`config.mk`:
```
export PLATFORM = sky130hd
export DESIGN_NAME = mcc_top
export DESIGN_NICKNAME = d
export VERILOG_FILES = /design/src/mcc_pkg.sv /design/src/mcc_mem_if.sv /design/src/mcc_state_mem.sv /design/src/mcc_top.sv
export SDC_FILE = /design/constraint.sdc
export NUM_CORES = 2
export LEC_CHECK = 0
export BUFFER_PORTS_ARGS = -buffer_cell sky130_fd_sc_hd__buf_2
export CAP_MARGIN = 20
export CORE_MARGIN = 2
export CORE_UTILIZATION = 55
export CTS_CLUSTER_SIZE = 8
export DETAILED_ROUTE_END_ITERATION = 6
export PLACE_DENSITY = 0.73
export SKIP_CTS_REPAIR_TIMING = 1
export SYNTH_ARGS = -nofsm -noshare
export SYNTH_HDL_FRONTEND = slang
export SYNTH_SLANG_ARGS = --single-unit
```
`constraint.sdc`:
```
create_clock -name pclk -period 29.9 [get_ports pclk]
set_input_delay 4.485 -clock pclk [delete_from_list [all_inputs] [get_ports pclk]]
set_output_delay 4.485 -clock pclk [all_outputs]
set_load 0.03 [all_outputs]
```
`src/mcc_pkg.sv`:
```
// Shared constants and types for the measurement conditioning chain.
package mcc_pkg;
    localparam logic [7:0]  MCC_CTRL_OFS      = 8'h00;
    localparam logic [7:0]  MCC_STAT_OFS      = 8'h04;
    localparam logic [7:0]  MCC_CH_BASE       = 8'h10;
    localparam logic [7:0]  MCC_CH_STRIDE     = 8'h10;
    localparam logic [3:0]  MCC_CH_CFG        = 4'h0;
    localparam logic [3:0]  MCC_CH_OFFS       = 4'h4;
    localparam logic [3:0]  MCC_CH_THR        = 4'h8;
    localparam logic [3:0]  MCC_CH_RES        = 4'hc;
    localparam int          MCC_CTRL_FAST_BIT = 0;
    localparam int          MCC_CTRL_USE_LSB  = 8;
    localparam int          MCC_CFG_FILT_LSB  = 0;
    localparam int          MCC_CFG_BIP_BIT   = 4;
    localparam int          MCC_CFG_USER_BIT  = 5;
    localparam int          MCC_THR_HI_LSB    = 16;
    localparam int          MCC_STAT_PRIM_LSB = 8;
    localparam logic [2:0]  MCC_FILT_MAX      = 3'h6;
    localparam logic signed [15:0] MCC_OFFS_LIM = 16'sd1500;
    localparam logic signed [18:0] MCC_STD_FULL = 19'sd10000;
    localparam logic signed [18:0] MCC_STD_ZERO = 19'sd0;
    localparam logic signed [15:0] MCC_SAT_HI   = 16'sh7fff;
    localparam logic signed [15:0] MCC_SAT_LO   = 16'sh8000;
    localparam logic [31:0] MCC_CTRL_RST      = 32'h0000_0f00;
    // Reciprocals of the standardized spans, scaled by two to the MCC_SCALE_SH.
    localparam logic signed [18:0] MCC_K_UNI  = 19'sd107374;
    localparam logic signed [18:0] MCC_K_BIP  = 19'sd53687;
    localparam int          MCC_SCALE_SH      = 30;
    localparam int          MCC_FRAC          = 8;
    localparam int          MCC_SW            = 26;
    localparam int          MCC_CLK_NS        = 20;
    localparam int          MCC_MS_NS         = 1000000;
    localparam int          MCC_MS_CYC        = MCC_MS_NS / MCC_CLK_NS;
    localparam logic [3:0]  MCC_T_NORMAL_MS   = 4'd5;
    localparam logic [3:0]  MCC_T_FAST_MS     = 4'd1;
    typedef enum logic [2:0] {S_IDLE, S_READ, S_FILT, S_SCALE, S_PUSH} mcc_state_t;
endpackage : mcc_pkg

```
`src/mcc_mem_if.sv`:
```
// Carrier between the chain and its filter state memory.
`timescale 1ns/1ns
`default_nettype none
interface mcc_mem_if #(parameter int AW = 2, parameter int DW = 26);
    logic [AW-1:0] addr;
    logic          we;
    logic [DW-1:0] wdata;
    logic [DW-1:0] rdata;
    modport ctrl (output addr, output we, output wdata, input rdata);
    modport mem  (input addr, input we, input wdata, output rdata);
endinterface : mcc_mem_if
`default_nettype wire

```
`src/mcc_state_mem.sv`:
```
// Per-channel filter state memory with registered read data.
`timescale 1ns/1ns
`default_nettype none
module mcc_state_mem #(
    parameter int DEPTH = 4,
    parameter int DW    = 26
) (
    input wire logic pclk,
    input wire logic presetn,
    mcc_mem_if.mem   port
);
    logic [DW-1:0] store [DEPTH];

    always_ff @(posedge pclk) begin
        if (port.we) begin
            store[port.addr] <= port.wdata;
        end
    end

    always_ff @(posedge pclk or negedge presetn) begin
        if (!presetn) begin
            port.rdata <= '0;
        end else begin
            port.rdata <= store[port.addr];
        end
    end
endmodule : mcc_state_mem
`default_nettype wire

```
`src/mcc_top.sv`:
```
// Measurement conditioning chain: alignment, first-order filter and scaling per channel.
//
// Overview of operation
// - Unipolar standardized result runs 0 at range minimum to 10000 at maximum.
// - Bipolar standardized result runs -10000 at minimum to 10000 at maximum.
// - User format maps range ends to lower and upper thresholds, each 16-bit signed.
// - User format result varies linearly between the two thresholds.
// - Filtered value is alpha times previous plus one minus alpha times new sample.
// - Filter setting 0..6 selects alpha 0, 0.750 up to 0.992; 0 means none.
// - Filter setting may change any time and applies to following samples.
// - Filter setting written by console or program is treated alike.
// - Filtering runs in both normal and fast scan modes.
// - One filter update per channel per scan cycle; normal cycle is 5 ms.
// - Each channel keeps its own alignment offset, readable and writable at run time.
// - Each channel shows whether an alignment offset has been applied.
// - Alignment offset is limited to plus or minus 1500.
// - Alignment acts in normal running without changing channel modes.
// - Fast mode scans in-use channels only, cycle 1 ms plus 1 ms each.
`timescale 1ns/1ns
`default_nettype none
module mcc_top
    import mcc_pkg::*;
#(
    parameter int NCH    = 4,
    parameter int MS_CYC = MCC_MS_CYC,
    parameter int CHW    = $clog2(NCH)
) (
    input  wire logic               pclk,
    input  wire logic               presetn,
    input  wire logic               psel,
    input  wire logic               penable,
    input  wire logic               pwrite,
    input  wire logic [7:0]         paddr,
    input  wire logic [31:0]        pwdata,
    output logic [31:0]             prdata,
    output logic                    pready,
    output logic                    pslverr,
    input  wire logic               raw_valid,
    input  wire logic [CHW-1:0]     raw_ch,
    input  wire logic signed [15:0] raw_data,
    output logic                    res_valid,
    input  wire logic               res_ready,
    output logic [CHW-1:0]          res_ch,
    output logic signed [15:0]      res_data
);
    if (NCH < 2 || NCH > 8 || MS_CYC < 2) begin : g_bad
        $error("mcc_top: NCH must be 2..8 and MS_CYC at least 2");
    end

    mcc_mem_if #(.AW(CHW), .DW(MCC_SW)) mem_bus ();
    mcc_state_mem #(.DEPTH(NCH), .DW(MCC_SW)) u_mem (
        .pclk    (pclk),
        .presetn (presetn),
        .port    (mem_bus.mem)
    );

    function automatic logic ch_hit(input logic [7:0] a, input int n);
        return (a >= MCC_CH_BASE) && (a < 8'(int'(MCC_CH_BASE) + n * int'(MCC_CH_STRIDE)))
            && (a[1:0] == 2'b00);
    endfunction : ch_hit

    function automatic logic [CHW-1:0] ch_of(input logic [7:0] a);
        logic [7:0] rel;
        rel = a - MCC_CH_BASE;
        return CHW'(rel[7:4]);
    endfunction : ch_of

    // Register state.
    logic [31:0]              ctrl_r;
    logic [2:0]               filt_r     [NCH];
    logic                     bip_r      [NCH];
    logic                     user_r     [NCH];
    logic signed [15:0]       offs_r     [NCH];
    logic signed [15:0]       lo_r       [NCH];
    logic signed [15:0]       hi_r       [NCH];
    logic signed [15:0]       result_r   [NCH];
    logic signed [15:0]       raw_r      [NCH];
    logic [NCH-1:0]           aligned_r;
    logic [NCH-1:0]           primed_r;
    logic [NCH-1:0]           have_r;
    logic [NCH-1:0]           pend_r;

    wire logic           setup  = psel & ~penable;
    wire logic           commit = psel & penable & pready;
    wire logic           wr_en  = commit & pwrite;
    wire logic [CHW-1:0] wch    = ch_of(paddr);
    wire logic           wch_ok = ch_hit(paddr, NCH);
    wire logic           fast   = ctrl_r[MCC_CTRL_FAST_BIT];
    wire logic [NCH-1:0] in_use = ctrl_r[MCC_CTRL_USE_LSB +: NCH];

    // Processing pipeline state.
    mcc_state_t               st_r;
    logic [CHW-1:0]           cur_r;
    logic signed [MCC_SW-1:0] filt_val_r;
    logic signed [15:0]       scaled_r;
    logic signed [MCC_SW-1:0] f_nxt;
    logic signed [15:0]       s_nxt;
    logic                     buf_in_ready;
    wire logic                push = (st_r == S_PUSH) && buf_in_ready;

    // APB slave, zero wait states.
    logic [31:0] rd_nxt;
    logic        err_nxt;
    always_comb begin
        rd_nxt  = 32'h0000_0000;
        err_nxt = 1'b0;
        if (paddr == MCC_CTRL_OFS) begin
            rd_nxt = ctrl_r;
        end else if (paddr == MCC_STAT_OFS) begin
            rd_nxt[NCH-1:0]                   = aligned_r;
            rd_nxt[MCC_STAT_PRIM_LSB +: NCH]  = primed_r;
        end else if (wch_ok) begin
            case (paddr[3:0])
                MCC_CH_CFG: begin
                    rd_nxt[MCC_CFG_FILT_LSB +: 3] = filt_r[wch];
                    rd_nxt[MCC_CFG_BIP_BIT]       = bip_r[wch];
                    rd_nxt[MCC_CFG_USER_BIT]      = user_r[wch];
                end
                MCC_CH_OFFS: rd_nxt = 32'(offs_r[wch]);
                MCC_CH_THR:  rd_nxt = {hi_r[wch], lo_r[wch]};
                MCC_CH_RES:  rd_nxt = 32'(result_r[wch]);
                default:     err_nxt = 1'b1;
            endcase
        end else begin
            err_nxt = 1'b1;
        end
    end

    always_ff @(posedge pclk or negedge presetn) begin
        if (!presetn) begin
            pready  <= 1'b0;
            pslverr <= 1'b0;
            prdata  <= 32'h0000_0000;
        end else begin
            pready  <= setup;
            pslverr <= setup & err_nxt;
            prdata  <= (setup & ~pwrite) ? rd_nxt : 32'h0000_0000;
        end
    end

    always_ff @(posedge pclk or negedge presetn) begin
        if (!presetn) begin
            ctrl_r <= MCC_CTRL_RST;
        end else if (wr_en && paddr == MCC_CTRL_OFS) begin
            ctrl_r <= pwdata & (32'h1 | (32'((1 << NCH) - 1) << MCC_CTRL_USE_LSB));
        end
    end

    // Channel configuration; console and program writes arrive alike on this bus.
    always_ff @(posedge pclk or negedge presetn) begin
        if (!presetn) begin
            for (int i = 0; i < NCH; i++) begin
                filt_r[i] <= 3'h0;
                bip_r[i]  <= 1'b0;
                user_r[i] <= 1'b0;
                lo_r[i]   <= 16'sh0000;
                hi_r[i]   <= 16'sh0000;
            end
        end else if (wr_en && wch_ok) begin
            if (paddr[3:0] == MCC_CH_CFG) begin
                filt_r[wch] <= (pwdata[MCC_CFG_FILT_LSB +: 3] > MCC_FILT_MAX) ?
                               MCC_FILT_MAX : pwdata[MCC_CFG_FILT_LSB +: 3];
                bip_r[wch]  <= pwdata[MCC_CFG_BIP_BIT];
                user_r[wch] <= pwdata[MCC_CFG_USER_BIT];
            end else if (paddr[3:0] == MCC_CH_THR) begin
                lo_r[wch] <= pwdata[15:0];
                hi_r[wch] <= pwdata[MCC_THR_HI_LSB +: 16];
            end
        end
    end

    // Alignment offsets, clamped at the limit; writing zero removes the alignment.
    always_ff @(posedge pclk or negedge presetn) begin
        if (!presetn) begin
            for (int i = 0; i < NCH; i++) begin
                offs_r[i] <= 16'sh0000;
            end
            aligned_r <= '0;
        end else if (wr_en && wch_ok && paddr[3:0] == MCC_CH_OFFS) begin
            if ($signed(pwdata[15:0]) > MCC_OFFS_LIM) begin
                offs_r[wch] <= MCC_OFFS_LIM;
            end else if ($signed(pwdata[15:0]) < -MCC_OFFS_LIM) begin
                offs_r[wch] <= -MCC_OFFS_LIM;
            end else begin
                offs_r[wch] <= pwdata[15:0];
            end
            aligned_r[wch] <= (pwdata[15:0] != 16'h0000);
        end
    end

    // Latest raw sample per channel.
    always_ff @(posedge pclk or negedge presetn) begin
        if (!presetn) begin
            for (int i = 0; i < NCH; i++) begin
                raw_r[i] <= 16'sh0000;
            end
            have_r <= '0;
        end else if (raw_valid && int'(raw_ch) < NCH) begin
            raw_r[raw_ch]  <= raw_data;
            have_r[raw_ch] <= 1'b1;
        end
    end

    // Millisecond enable and scan cycle timer.
    logic [$clog2(MS_CYC)-1:0] ms_cnt_r;
    logic [3:0]                scan_ms_r;
    logic [3:0]                period;
    wire logic                 ms_tick = (ms_cnt_r == ($clog2(MS_CYC))'(MS_CYC - 1));
    always_comb begin
        period = MCC_T_NORMAL_MS;
        if (fast) begin
            period = MCC_T_FAST_MS + 4'($countones(in_use));
        end
    end

    always_ff @(posedge pclk or negedge presetn) begin
        if (!presetn) begin
            ms_cnt_r <= '0;
        end else begin
            ms_cnt_r <= ms_tick ? '0 : ms_cnt_r + 1'b1;
        end
    end

    wire logic scan_start = ms_tick && (scan_ms_r + 4'd1 >= period);
    always_ff @(posedge pclk or negedge presetn) begin
        if (!presetn) begin
            scan_ms_r <= 4'd0;
        end else if (ms_tick) begin
            scan_ms_r <= scan_start ? 4'd0 : scan_ms_r + 4'd1;
        end
    end

    // Lowest channel still waiting in this scan.
    logic [CHW-1:0] next_ch;
    always_comb begin
        next_ch = '0;
        for (int i = NCH - 1; i >= 0; i--) begin
            if (pend_r[i]) begin
                next_ch = CHW'(i);
            end
        end
    end

    always_ff @(posedge pclk or negedge presetn) begin
        if (!presetn) begin
            st_r   <= S_IDLE;
            cur_r  <= '0;
            pend_r <= '0;
        end else begin
            if (scan_start) begin
                pend_r <= pend_r | (fast ? in_use : {NCH{1'b1}});
            end
            case (st_r)
                S_IDLE: begin
                    if (pend_r != '0) begin
                        cur_r <= next_ch;
                        if (!scan_start) begin
                            pend_r[next_ch] <= 1'b0;
                        end
                        if (have_r[next_ch]) begin
                            st_r <= S_READ;
                        end
                    end
                end
                S_READ:  st_r <= S_FILT;
                S_FILT:  st_r <= S_SCALE;
                S_SCALE: st_r <= S_PUSH;
                S_PUSH: begin
                    if (buf_in_ready) begin
                        st_r <= S_IDLE;
                    end
                end
                default: st_r <= S_IDLE;
            endcase
        end
    end

    // Filter: alpha = 1 - 2^-(setting+1) for settings 1..6, none at 0, computed as a shift on Q8 state.
    logic signed [16:0]       aligned_s;
    logic signed [MCC_SW-1:0] a_q;
    logic signed [MCC_SW:0]   diff;
    always_comb begin
        aligned_s = 17'(raw_r[cur_r]) + 17'(offs_r[cur_r]);
        a_q       = MCC_SW'(aligned_s) <<< MCC_FRAC;
        diff      = (MCC_SW+1)'(a_q) - (MCC_SW+1)'($signed(mem_bus.rdata));
        if (!primed_r[cur_r] || filt_r[cur_r] == 3'h0) begin
            f_nxt = a_q;
        end else begin
            f_nxt = $signed(mem_bus.rdata) + MCC_SW'(diff >>> (filt_r[cur_r] + 3'h1));
        end
    end

    assign mem_bus.addr  = cur_r;
    assign mem_bus.we    = (st_r == S_FILT);
    assign mem_bus.wdata = f_nxt;

    always_ff @(posedge pclk or negedge presetn) begin
        if (!presetn) begin
            primed_r   <= '0;
            filt_val_r <= '0;
        end else begin
            if (wr_en && wch_ok && paddr[3:0] == MCC_CH_CFG) begin
                primed_r[wch] <= 1'b0;
            end
            if (st_r == S_FILT) begin
                primed_r[cur_r] <= 1'b1;
                filt_val_r      <= f_nxt;
            end
        end
    end

    // Scaling to standardized or user range.
    logic signed [18:0] x;
    logic signed [18:0] rel;
    logic signed [16:0] span;
    logic signed [54:0] prod;
    logic signed [18:0] user_v;
    logic signed [18:0] pick;
    always_comb begin
        x      = 19'(filt_val_r >>> MCC_FRAC);
        rel    = x - (bip_r[cur_r] ? -MCC_STD_FULL : MCC_STD_ZERO);
        span   = 17'(hi_r[cur_r]) - 17'(lo_r[cur_r]);
        prod   = 55'(rel) * 55'(span) * 55'(bip_r[cur_r] ? MCC_K_BIP : MCC_K_UNI);
        user_v = 19'(prod >>> MCC_SCALE_SH) + 19'(lo_r[cur_r]);
        pick   = user_r[cur_r] ? user_v : x;
        if (pick > 19'(MCC_SAT_HI)) begin
            s_nxt = MCC_SAT_HI;
        end else if (pick < 19'(MCC_SAT_LO)) begin
            s_nxt = MCC_SAT_LO;
        end else begin
            s_nxt = 16'(pick);
        end
    end

    always_ff @(posedge pclk or negedge presetn) begin
        if (!presetn) begin
            scaled_r <= 16'sh0000;
            for (int i = 0; i < NCH; i++) begin
                result_r[i] <= 16'sh0000;
            end
        end else begin
            if (st_r == S_SCALE) begin
                scaled_r <= s_nxt;
            end
            if (push) begin
                result_r[cur_r] <= scaled_r;
            end
        end
    end

    // Two-entry output buffer: front register plus one spare.
    logic                 spare_v_r;
    logic [CHW-1:0]       spare_ch_r;
    logic signed [15:0]   spare_d_r;
    wire logic            pop = res_valid & res_ready;
    assign buf_in_ready = ~spare_v_r;
    always_ff @(posedge pclk or negedge presetn) begin
        if (!presetn) begin
            res_valid  <= 1'b0;
            res_ch     <= '0;
            res_data   <= 16'sh0000;
            spare_v_r  <= 1'b0;
            spare_ch_r <= '0;
            spare_d_r  <= 16'sh0000;
        end else if (pop && spare_v_r) begin
            res_ch     <= spare_ch_r;
            res_data   <= spare_d_r;
            spare_v_r  <= 1'b0;
        end else if (pop || !res_valid) begin
            res_valid <= push;
            res_ch    <= cur_r;
            res_data  <= scaled_r;
        end else if (push) begin
            spare_v_r  <= 1'b1;
            spare_ch_r <= cur_r;
            spare_d_r  <= scaled_r;
        end
    end
endmodule : mcc_top
`default_nettype wire

```
==> summary.txt <==
Min path
  • WHS Path Cells: 1
  • Hold_sp: have_r[1]
  • Hold EP: have_r[1]
  • Hold Path Class: reg2reg

Synth
  • Mapped cell area: 0.0588 sq mm
  • Post-synth ARST share: 83.3%
  • Mapped Cells: 5,539
  • Syn avg cell area: 10.6 sq um
  • Post-synth EDFFs: 104
  • Number of synthesis warnings: 0
  • Synth Register Bits: 622
  • Primary FF master, synth: dfrtp_1
  • Yosys cell types: 95
  • Post-synthesis sequential area ratio: 27.3%

Clock network
  • CTS buffer count: 88
  • Max clock buf depth: 3
  • Clock-pin slew on the worst setup and hold paths: 0.06 ns
  • CTS tree: yes
  • CTS root buf: clkbuf_16
  • Worst-skew pair later-pin latency: 0.67 ns
  • # clock sinks: 622
  • CTS HTree Levels: 3

Setup path
  • Setup crit start kind: register
  • RR Endpoint: scaled_r[14]
  • Arr. time, crit path: 20.75 ns
  • Worst Setup End Kind: register
  • R2R cell count: 77
  • R2R Setup Slk: 9.63 ns
  • Worst r2r src: cur_r[0]
  • CP max stage cell: a211oi_1
  • Crit-path max cell delay: 0.70 ns
  • Critical Path Fanout Max: 31
  • Critical path class: reg2reg
  • Required @ worst endpoint: 30.38 ns

Placement
  • Post-DP HPWL: 118,000 um
  • Final Wtd Congestion: 0.948
  • Place WS: 9.83 ns
  • Post-DP Area: 0.0610 sq mm
  • IO Port Bufs: 117

Route
  • DR DRC count: 0
  • Initial DRC count: 2,995
  • Number of routed nets with antenna violations: 0
  • Vias: 40,300
  • Post-Route WL: 152,000 um
  • Drt pass-1 iters: 5
  • Drt wl/cell: 21.5 um
  • Vias/cell: 5.73

Power and ir drop
  • Cell Pwr Density: 35.5 mW/mm^2
  • Peak supply drop: 0.0498 mV
  • Tot Pwr: 2.26 mW
  • Static Leak: 32.1 nW

Floorplan
  • DIE AREA: 0.110 sq mm
  • Die width: 331 um
  • IO Count: 118
  • Row Count: 119
  • Core area: 0.106 sq mm
  • DIE HEIGHT: 331 um
  • Initial core utilization: 55.7%

Timing
  • Setup ws final: 9.63 ns
  • Final Cycle Share: 67.8%
  • RSZ-0062 raised after global routing: false
  • Setup TNS: 0 ns
  • Fin. max-slew vios: 0
  • Setup Skew: 0.0529 ns
  • Setup violations, final: 0
  • Fmax achieved: 49.3 MHz
  • Clock period minus worst slack: 20.27 ns
  • Rel. slew slack: 28.3%
  • Worst Max-Slew Pin Slew: 1.07 ns
  • Hold Violations, Final: 0

Global route
  • Total gr overflow: 0
  • Pin count of the biggest net entering global routing: 171
  • GRT Resource Usage Total: 28.9%
  • Vias in the first global route: 43,500
  • Initial antenna violation count: 5
  • First-pass GRT wire length: 243,000 um

Finish
  • Area Overhead vs Synth: 8.03%
  • Most common cell after layout, fill and taps aside: inv_1
  • Fin nets: 6,780
  • Most frequent cells in the layout: 1,074 x inv_1, 714 x fa_1, 576 x nand2_1
  • Layout cell share with drive strength beyond 1: 14.7%
  • Layout Cell Area excl Fill: 0.0636 sq mm
  • Post-layout util: 60.1%

Run
  • Max-Cap Viols: 0

Outcome
  • Status: finished clean
worst max-delay path by stage:
stage	start	to	slack (ns)	depth (start not counted)
finish	cur_r[0]	scaled_r[14]	9.63	77
global route	cur_r[0]	scaled_r[5]	8.47	77
CTS	cur_r[0]	scaled_r[14]	9.69	77
detailed placement	cur_r[0]	scaled_r[13]	9.83	77
global placement	cur_r[0]	scaled_r[13]	10.10	77
floorplan	cur_r[0]	scaled_r[10]	11.12	80
cell families after synthesis:
kind of cell,count (synthesis),share of synthesized area (%)
buffers and inverters,1289,8.25
and+or+nand+nor,1151,8.66
adders and majority gates,1107,32.6
AOI/OAI and AO/OA,647,7.02
DFF,622,27.3
muxes,515,12.9
xor gates and xnor gates,206,3.12
other,2,0.0128
per-stage QoR:
step / hold WS [ns] / cells
2_1_floorplan: 0.429 / 5547
3_3_place_gp: 0.460 / 6907
3_5_place_dp: 0.465 / 6907
4_1_cts: 0.480 / 7040
5_1_grt: 0.497 / 7043
6_report: 0.478 / 7043
routing by layer:
layer	track usage [%]	part of all wire (%)	vias up
met3	5.03	6.8	346
li1	-	-	18000
met5	0	0.020	-
met2	47.2	48	1465
met4	12.8	4.7	4
met1	38.2	41	20500
where the power goes:
group          switching (mW)  internal, mW  total (mW)
sequential            0.00936         0.884       0.894
clock                   0.385         0.553       0.938
combinational           0.251         0.174       0.426
final cells by class:
class | count | area, sq um
antenna | 1 | 2.50
clock buffer | 124 | 2350
clock inverter | 9 | 215
fill | 8503 | 42100
inverter | 1076 | 4040
multi-input combinational | 3636 | 38000
sequential | 622 | 16100
tap | 1391 | 1740
timing repair buffer | 184 | 1130
worst max-delay path: cells and delay by family, from the launching register on:
family,cells,cell delay [ns]
AOI/OAI and AO/OA,25,5.97
xor gates and xnor gates,5,1.32
adders and majority gates,17,7.36
buffers and inverters,15,1.63
DFF,1,0.59
muxes,2,0.68
and+or+nand+nor,13,2.46
synth_stat cells (140+ instances only):
| cell type | number | area share (%) |
|---|---|---|
| dfrtp_1 | 514 | 22 |
| a21oi_1 | 172 | 1.5 |
| xnor2_1 | 140 | 2.1 |
| mux2_2 | 315 | 6.0 |
| mux4_2 | 165 | 6.3 |
| nor2_1 | 262 | 1.7 |
| fa_1 | 714 | 24 |
| ha_1 | 393 | 8.4 |
| clkbuf_1 | 184 | 1.2 |
| nand2_1 | 576 | 3.7 |
| inv_1 | 1074 | 6.9 |
| o21ai_0 | 164 | 1.4 |
sequential cells by signal (all words and copies together) (netlist names), 18 cells and up:
signal,count
u_mem.store,104
hi_r,64
lo_r,64
offs_r,64
raw_r,64
result_r,64
prdata,32
u_mem.port.rdata,26
filt_val_r,18
Power figures use the tool's default switching activity.
